--- config.mk ---
export PLATFORM = sky130hd
export DESIGN_NAME = brw_watchdog
export DESIGN_NICKNAME = d
export VERILOG_FILES = /design/src/brw_sync.v /design/src/brw_watchdog.v
export VERILOG_INCLUDE_DIRS = /design/src
export SDC_FILE = /design/constraint.sdc
export NUM_CORES = 1
export LEC_CHECK = 0
export ABC_AREA = 1
export CORE_ASPECT_RATIO = 0.8
export CORE_MARGIN = 4
export CORE_UTILIZATION = 55
export CTS_CLUSTER_DIAMETER = 150
export DETAILED_ROUTE_END_ITERATION = 16
export DONT_BUFFER_PORTS = 1
export GPL_ROUTABILITY_DRIVEN = 0
export GPL_TIMING_DRIVEN = 0
export PLACE_DENSITY = 0.7
export SLEW_MARGIN = 20
export SYNTH_ARGS = -nofsm -noshare
export SYNTH_HDL_FRONTEND = slang
export SYNTH_SLANG_ARGS = --single-unit
--- constraint.sdc ---
create_clock -name core_clk -period 2.2 [get_ports core_clk]
set_input_delay 0.22 -clock core_clk [delete_from_list [all_inputs] [get_ports core_clk]]
set_output_delay 0.22 -clock core_clk [all_outputs]
set_load 0.02 [all_outputs]
--- src/brw_map.vh ---
// Constants for the board reset watchdog
`ifndef BRW_MAP_VH
`define BRW_MAP_VH
`define BRW_CLK_HZ        24'd10000000
`define BRW_SEC_CNT_W     24
`define BRW_SEC_LAST      24'd9999999
`define BRW_TMO_W         8
`define BRW_TMO_RST       8'h0a
`define BRW_EN_RST        1'b1
`endif

--- src/brw_sync.v ---
// Three-stage input synchroniser with agreement filter
`timescale 1ns/10ps
module brw_sync (
  // Clock and reset
  input  wire core_clk,
  input  wire rst,
  // Data
  input  wire din,
  output reg  dout_ff
);
  reg s1_ff;
  reg s2_ff;
  reg s3_ff;
  wire nxt_dout;

  // Output moves only when stages two and three agree
  assign nxt_dout = (s2_ff == s3_ff) ? s2_ff : dout_ff;

  always @(posedge core_clk or posedge rst) begin
    if (rst) begin
      s1_ff   <= 1'b0;
      s2_ff   <= 1'b0;
      s3_ff   <= 1'b0;
      dout_ff <= 1'b0;
    end else begin
      s1_ff   <= din;
      s2_ff   <= s1_ff;
      s3_ff   <= s2_ff;
      dout_ff <= nxt_dout;
    end
  end
endmodule // brw_sync

--- src/brw_watchdog.v ---
// Board reset watchdog with seconds time base
`timescale 1ns/10ps
`include "brw_map.vh"
// Operation
// - Watchdog leaves reset enabled and counting, no software arming.
// - Disable request ignored unless debugger-connected indication is active.
// - Timeout without kick requests a whole-board reset.
// - Any kick write counts, data value ignored.
// - Timeout value 0 to 255 gives 1 to 256 seconds; software kicks faster than that.
// - Enable value 1 enables, 0 disables; default 1.
// - Expiry resets board only when error manager enabled reset.
module brw_watchdog #(
  // Last prescaler count of one second; benches may shorten it
  parameter [`BRW_SEC_CNT_W-1:0] SEC_LAST = `BRW_SEC_LAST
) (
  // Clock and reset
  input  wire       core_clk,
  input  wire       rst,
  // Software controls, same clock domain
  input  wire       kick_wr,
  input  wire [7:0] kick_data,
  input  wire       enable_wr,
  input  wire       enable_val,
  input  wire       timeout_wr,
  input  wire [7:0] timeout_val,
  // Debugger presence pin, asynchronous
  input  wire       dbg_connected,
  // Error manager reset enable, same clock domain
  input  wire       errman_rst_en,
  // Status and reset request
  output reg        wdt_enabled_ff,
  output reg  [7:0] timeout_ff,
  output reg  [7:0] secs_left_ff,
  output reg        expired_ff,
  output reg        board_rst_req_ff
);
  reg  [`BRW_SEC_CNT_W-1:0] tick_cnt_ff;
  reg  [`BRW_SEC_CNT_W-1:0] nxt_tick_cnt;
  reg  [7:0]                nxt_secs_left;
  reg                       nxt_enabled;
  reg                       nxt_expired;
  reg                       nxt_rst_req;
  wire                      dbg_sync;
  wire                      restart;
  wire                      sec_tick;

  brw_sync u_dbg_sync (
    .core_clk (core_clk),
    .rst      (rst),
    .din      (dbg_connected),
    .dout_ff  (dbg_sync)
  );

  // Data ignored: writing at all is the kick
  assign restart  = kick_wr | timeout_wr;
  assign sec_tick = (tick_cnt_ff == SEC_LAST);

  always @* begin
    nxt_enabled = wdt_enabled_ff;
    if (enable_wr) begin
      if (enable_val)
        nxt_enabled = 1'b1;
      else if (dbg_sync)
        nxt_enabled = 1'b0;
    end
  end

  // Timeout of zero expires at the first second tick
  always @* begin
    nxt_tick_cnt  = tick_cnt_ff;
    nxt_secs_left = secs_left_ff;
    nxt_expired   = expired_ff;
    if (restart) begin
      nxt_tick_cnt  = {`BRW_SEC_CNT_W{1'b0}};
      nxt_secs_left = timeout_wr ? timeout_val : timeout_ff;
      nxt_expired   = 1'b0;
    end else if (wdt_enabled_ff && !expired_ff) begin
      nxt_tick_cnt = sec_tick ? {`BRW_SEC_CNT_W{1'b0}} : tick_cnt_ff + 1'b1;
      if (sec_tick) begin
        if (secs_left_ff == 8'h00)
          nxt_expired = 1'b1;
        else
          nxt_secs_left = secs_left_ff - 8'h01;
      end
    end
  end

  // Request held until a kick; gated by error manager enable
  always @* begin
    nxt_rst_req = nxt_expired & errman_rst_en;
  end

  always @(posedge core_clk or posedge rst) begin
    if (rst) begin
      wdt_enabled_ff   <= `BRW_EN_RST;
      timeout_ff       <= `BRW_TMO_RST;
      secs_left_ff     <= `BRW_TMO_RST;
      tick_cnt_ff      <= {`BRW_SEC_CNT_W{1'b0}};
      expired_ff       <= 1'b0;
      board_rst_req_ff <= 1'b0;
    end else begin
      wdt_enabled_ff   <= nxt_enabled;
      if (timeout_wr)
        timeout_ff     <= timeout_val;
      secs_left_ff     <= nxt_secs_left;
      tick_cnt_ff      <= nxt_tick_cnt;
      expired_ff       <= nxt_expired;
      board_rst_req_ff <= nxt_rst_req;
    end
  end
endmodule // brw_watchdog

# After elaboration in Yosys (flattened, before gate mapping)
# Cells that the tools add are included.
dict set report classes {
  n_addsub 2
  muxes 14
  n_eq_ne 3
  reduce_logical 8
  bitwise 2
}
# op count
set ops {}
lappend ops {{2-to-1 mux 24 bit} 3}
lappend ops {{2-to-1 mux 8 bit} 5}
lappend ops {{adder 24 x 1 -> 24 bit (second input constant)} 1}
lappend ops {{equality test 24 bit (second input constant)} 1}
lappend ops {{logical NOT 8 bit} 1}
lappend ops {{subtractor 8 x 1 -> 8 bit (second input constant)} 1}
lappend ops {{2-to-1 mux 1 bit} 6}
lappend ops {{nonzero test 2 bit} 3}
lappend ops {{AND reduction 3 bit} 1}
lappend ops {{!= test 2 bit (second input constant)} 1}
lappend ops {{AND reduction 2 bit} 1}
lappend ops {{bitwise AND 1 bit} 1}
lappend ops {{equality test 1 bit} 1}
lappend ops {{logical AND 1 bit} 1}
lappend ops {{logical NOT 1 bit} 1}
lappend ops {{OR 1 bit} 1}
dict set report totals {
  out_inout_bits 19
  in_bits 24
  wordCells 39
  regBits 47
}

# Logic depth before layout (Yosys ltp)
dict set report logic_depth {
  word_depth 6
  depth_mapped 10
  depth_no_buf 10
}

# Modules after synthesis
# From an unflattened synthesis, not the netlist that was laid out.
dict set report hier_totals {
  hier_cells 389
  area_unflattened_um2 2800.2
}
# mod cells_per_inst area_each_um2 instances seq_area_each_um2
set modules_own_cells {}
lappend modules_own_cells {brw_watchdog 380 2680.1 1 1082.3}
lappend modules_own_cells {brw_sync 9 120.1 1 100.1}

# Worst setup path after synthesis
# No wires, ideal clock.
dict set report synth_path {
  path_kind {reg2reg}
  start {register secs_left_ff[1]}
  end {register secs_left_ff[5]}
  n_path_buf 0
  setup_ns 0.117
  slack_ns 0.749
  t_required_ns 2.083
  path_stages_with_launch 11
  t_arrival_ns 1.334
  synth_period_minus_slack_ns 1.451
  cell_sequence {dfstp_2 -> inv_1 -> ha_1 -> nand2_1 -> nor2_1 -> nand2_1 -> nand2_1 -> inv_2 -> nand2_4 -> nand2_1 -> nand2_1}
}
dict set report synth_via {
  elab_chain_cells 5
  elab_cells_between_ends 8
  classes_between {add/sub (1); eq/ne (1); mux (4); reduce/logical (2)}
}
# item line_no
set synth_lines {}
lappend synth_lines {{from (decl)} brw_watchdog.v:33} ;# output reg [7:0] secs_left_ff,
lappend synth_lines {{from (signal assigned)} brw_watchdog.v:97} ;# secs_left_ff <= `BRW_TMO_RST;
lappend synth_lines {{from (signal assigned)} brw_watchdog.v:105} ;# secs_left_ff <= nxt_secs_left;
lappend synth_lines {{subtractor 8 x 1 -> 8 bit} brw_watchdog.v:83} ;# nxt_secs_left = secs_left_ff - 8'h01;
lappend synth_lines {{2-to-1 mux 8 bit} brw_watchdog.v:80} ;# if (secs_left_ff == 8'h00)
lappend synth_lines {{2-to-1 mux 8 bit} brw_watchdog.v:79} ;# if (sec_tick) begin
lappend synth_lines {{2-to-1 mux 8 bit} brw_watchdog.v:77} ;# end else if (wdt_enabled_ff && !expired_ff) begin
lappend synth_lines {{2-to-1 mux 8 bit} brw_watchdog.v:73} ;# if (restart) begin
# Parallel ways exist; a longest one is shown, timed or not. The select of a mux whose other input is x is not followed.
# A chain may end at the register's enable or synchronous reset.

# Worst setup path after layout
dict set report layout_path {
  start {register tick_cnt_ff[0]}
  end {register tick_cnt_ff[4]}
}
dict set report layout_via {
  elab_chain_cells 4
  elab_cells_between_ends 5
  classes_between {add/sub (1); eq/ne (1); mux (3)}
}
# item line_no
set layout_lines {}
lappend layout_lines {{from (decl)} brw_watchdog.v:37} ;# reg [`BRW_SEC_CNT_W-1:0] tick_cnt_ff;
lappend layout_lines {{from (signal assigned)} brw_watchdog.v:98} ;# tick_cnt_ff <= {`BRW_SEC_CNT_W{1'b0}};
lappend layout_lines {{from (signal assigned)} brw_watchdog.v:106} ;# tick_cnt_ff <= nxt_tick_cnt;
lappend layout_lines {{adder 24 x 1 -> 24 bit / equality test 24 bit (equally long branches)} {brw_watchdog.v:78, brw_watchdog.v:56}}
lappend layout_lines {{2-to-1 mux 24 bit *} brw_watchdog.v:78} ;# nxt_tick_cnt = sec_tick ? {`BRW_SEC_CNT_W{1'b0}} : tick_cnt_ff + 1'b1;
lappend layout_lines {{2-to-1 mux 24 bit *} brw_watchdog.v:77}
lappend layout_lines {{2-to-1 mux 24 bit *} brw_watchdog.v:73}
# Mark *: on every way between the ends. The rest lies on a longest branch, timed or not. The select of a mux whose other input is x is not followed.

==> results by group <==
Cells and area
  – Layout overhead on the synthesized area: 7.84%
  – Most frequent cells in the layout: sky130_fd_sc_hd__nand2_1, sky130_fd_sc_hd__nor2_1, sky130_fd_sc_hd__dfrtp_1, sky130_fd_sc_hd__inv_1, sky130_fd_sc_hd__nand3_1
  – # nets final: 439
  – Layout cells sized above 1: 10.4%
  – Most frequent standard cell in the layout excluding fill and tap cells: sky130_fd_sc_hd__nand2_1
  – Antenna diodes: 0

Placement
  – Half-perimeter wire length of the detailed placement result: 4940 µm
  – Number of buffer cells added on primary ports: 0

Critical path
  – Required time of the worst setup path: 2.40 ns
  – Worst setup SP type: flop
  – Maximum fanout count along the critical path: 10
  – Worst EP arrival: 1.89 ns
  – R2r setup slk: 0.51 ns
  – Depth of the worst register-to-register path: 8
  – Class of the most critical setup path: reg2reg
  – Kind of end point of the critical path: flop

Clocking
  – Clock root buffer master: sky130_fd_sc_hd__clkbuf_8
  – Number of setup buffers added after CTS: 0
  – Clock-pin slew reported for the worst setup and hold paths after clock tree synthesis: 0.10 ns
  – Count of hold-fix buffers inserted at cts: 3
  – TritonCTS buffer count: 5
  – H-tree depth: 2
  – Clock insertion delay at the later pin of the skew report: 0.31 ns
  – TritonCTS clock tree: yes
  – Post-cts sizing count: 0
  – Clock sinks: 47
  – CTS max path bufs: 2

Floorplan
  – Die ar.: 6350 µm²
  – Vertical extent of the die: 72.1 µm
  – Area of the core: 4980 µm²
  – Horizontal extent of the die: 88.1 µm
  – Starting density of the core: 56.7%
  – # IOs: 43
  – Row count: 23

Drt
  – Drt drc: 0
  – Remaining antenna violation count after routing: 0
  – Via count: 2505
  – Drt via density: 5.27
  – Detailed-router iteration count before antenna repair: 5
  – Routed len/inst: 14.0 µm
  – Overall routed net length: 6650 µm
  – DRT iter0 DRCs: 207

Global routing
  – Maximum number of pins on one net before global-route repair: 27
  – GR met2 Demand/Resource: 29.5%
  – Busiest metal layer after global routing: met1
  – Met3 Resource Use GR: 3.86%
  – Vias in the first global route: 2158
  – Wire length of the first global-routing pass: 10500 µm
  – Total global routing track utilization: 21.6%
  – Total gr overflow: 0
  – Initial antenna violation count: 0
  – Fraction of met1 tracks used by global routing: 34.8%

Power and ir drop
  – Peak ir drop on the vdd network: 0.489 mV
  – Leakage power total: 1.48 nW
  – Power density over the cells: 607 nW/µm²

Timing
  – Sum Neg Setup Slack: 0 ns
  – Total setup violations reported at the end of the flow: 0
  – Fmax: 0.592 GHz
  – Hold slack final: 0.0239 ns
  – RSZ-0062 raised after global routing: false
  – Fin crit share: 76.8%
  – Relative slew slack: 68.2%
  – Shortest period the worst path allows: 1.69 ns
  – Worst setup skew after layout: 0.00683 ns
  – Max Transition Viols Final: 0
  – Final Hold Fails: 0
  – Tightest Pin Transition: 0.476 ns

Outcome
  – Status: finished clean

Flow run
  – Maximum capacitance violations: 0

Synthesis
  – Area of the mapped netlist: 2820 µm²
  – Cells after synthesis: 401
  – Portion of synthesized cell area occupied by the leading cell type: 37.2%
  – Yosys top cell by area: sky130_fd_sc_hd__dfrtp_1
  – Sequential element share of the synthesized area: 41.9%
  – Cell variety after synth: 31
  – Yosys warning total: 0
  – Flops & latches, synth: 47
  – Synthesized area divided by synthesized cell count: 7.04 µm²
  – Synth area leaders: sky130_fd_sc_hd__dfrtp_1, sky130_fd_sc_hd__nand2_1, sky130_fd_sc_hd__nor2_1
  – Post-Syn Nets: 428

Worst hold path
  – Hold Path Depth: 2
  – Worst hold path class: in2reg
## kinds of logic after synthesis
group | synth area share [%]
xor+xnor | 2.48
compound gates | 3.85
fa+ha+maj | 1.68
simple gates | 43.1
flops | 41.9
buf+inv | 7.04
## path summary, 6_finish.rpt
kind | to | start
worst min-delay path | timeout_ff[3] | timeout_val[3]
worst max-delay path | tick_cnt_ff[4] | tick_cnt_ff[0]
max in group asynchronous | secs_left_ff[3] | rst
min in group asynchronous | u_dbg_sync.s1_ff | rst
worst min register to register | u_dbg_sync.s2_ff | u_dbg_sync.s1_ff
worst max register to register | tick_cnt_ff[4] | tick_cnt_ff[0]
## worst max-delay path, cell delays in order (launching register included)
cell and delay, ns:
sky130_fd_sc_hd__dfrtp_1 0.42, sky130_fd_sc_hd__ha_1 0.27, sky130_fd_sc_hd__nand3_1 0.13, sky130_fd_sc_hd__nor2_1 0.15
sky130_fd_sc_hd__nand3_2 0.14, sky130_fd_sc_hd__nand2_4 0.16, sky130_fd_sc_hd__nand2_4 0.14, sky130_fd_sc_hd__inv_6 0.12
sky130_fd_sc_hd__nor2_1 0.05
## layout make-up
cell class | instances | area, µm²
Sequential cell | 47 | 1180
Clock buffer | 5 | 68.8
Multi-Input combinational cell | 307 | 1440
Timing Repair Buffer | 4 | 50.0
Inverter | 43 | 166
Buffer | 4 | 32.5
Fill cell | 466 | 1930
Clock inverter | 3 | 25.0
Tap cell | 62 | 77.6
## where the power goes
group          switching [mW]  internal, mW
logic                   0.178        0.0882
registers               0.111         0.923
clock network           0.320         0.228
total                   0.609          1.24
## flip-flops by register name, indices dropped and copies added (netlist names)
signal	cells
u_dbg_sync.s2_ff	1
timeout_ff	8
wdt_enabled_ff	1
tick_cnt_ff	24
u_dbg_sync.s3_ff	1
secs_left_ff	8
board_rst_req_ff	1
u_dbg_sync.dout_ff	1
expired_ff	1
u_dbg_sync.s1_ff	1
## cells in the mapped netlist
| cell | number |
|---|---|
| sky130_fd_sc_hd__nand3_2 | 3 |
| sky130_fd_sc_hd__or2_2 | 1 |
| sky130_fd_sc_hd__a31oi_1 | 2 |
| sky130_fd_sc_hd__dfrtp_1 | 42 |
| sky130_fd_sc_hd__o21ai_0 | 10 |
| sky130_fd_sc_hd__nand3b_1 | 1 |
| sky130_fd_sc_hd__nand2_2 | 5 |
| sky130_fd_sc_hd__nand3_1 | 30 |
| sky130_fd_sc_hd__maj3_1 | 1 |
| sky130_fd_sc_hd__nand2_4 | 4 |
| sky130_fd_sc_hd__o21bai_1 | 1 |
| sky130_fd_sc_hd__nand4_1 | 7 |
| sky130_fd_sc_hd__buf_2 | 2 |
| sky130_fd_sc_hd__nor2_8 | 1 |
| sky130_fd_sc_hd__nor3_1 | 6 |
| sky130_fd_sc_hd__xor2_1 | 5 |
| sky130_fd_sc_hd__nand2_1 | 139 |
| sky130_fd_sc_hd__clkinv_1 | 1 |
| sky130_fd_sc_hd__nor2_4 | 4 |
| sky130_fd_sc_hd__inv_2 | 2 |
| sky130_fd_sc_hd__nor2_1 | 71 |
| sky130_fd_sc_hd__ha_1 | 3 |
| sky130_fd_sc_hd__inv_1 | 39 |
| sky130_fd_sc_hd__buf_6 | 2 |
| sky130_fd_sc_hd__dfstp_2 | 5 |
| sky130_fd_sc_hd__a21oi_1 | 5 |
| sky130_fd_sc_hd__xnor2_1 | 3 |
| sky130_fd_sc_hd__nor2_2 | 3 |
| sky130_fd_sc_hd__inv_6 | 1 |
| sky130_fd_sc_hd__o21ai_1 | 1 |
| sky130_fd_sc_hd__a22o_1 | 1 |
## metrics by stage
stage	setup WS [ns]	std cells	utilization (%)	instance area, µm²	total power [mW]
after global routing	0.327	475	61.2	3050	1.94
after global placement	0.335	463	58.3	2900	1.30
after CTS	0.525	475	61.2	3050	1.87
after floorplan	0.749	401	-	2820	1.24
final	0.511	475	61.2	3050	1.85
after detailed placement	0.546	464	58.7	2920	1.31
## routing by layer
| metal | up-vias | part of all wire [%] |
|---|---|---|
| met4 | 0 | 1.1 |
| met1 | 1137 | 51 |
| met3 | 6 | 6.7 |
| met2 | 91 | 41 |
| met5 | - | 0 |
| li1 | 1271 | - |
Power figures use the tool's default switching activity.
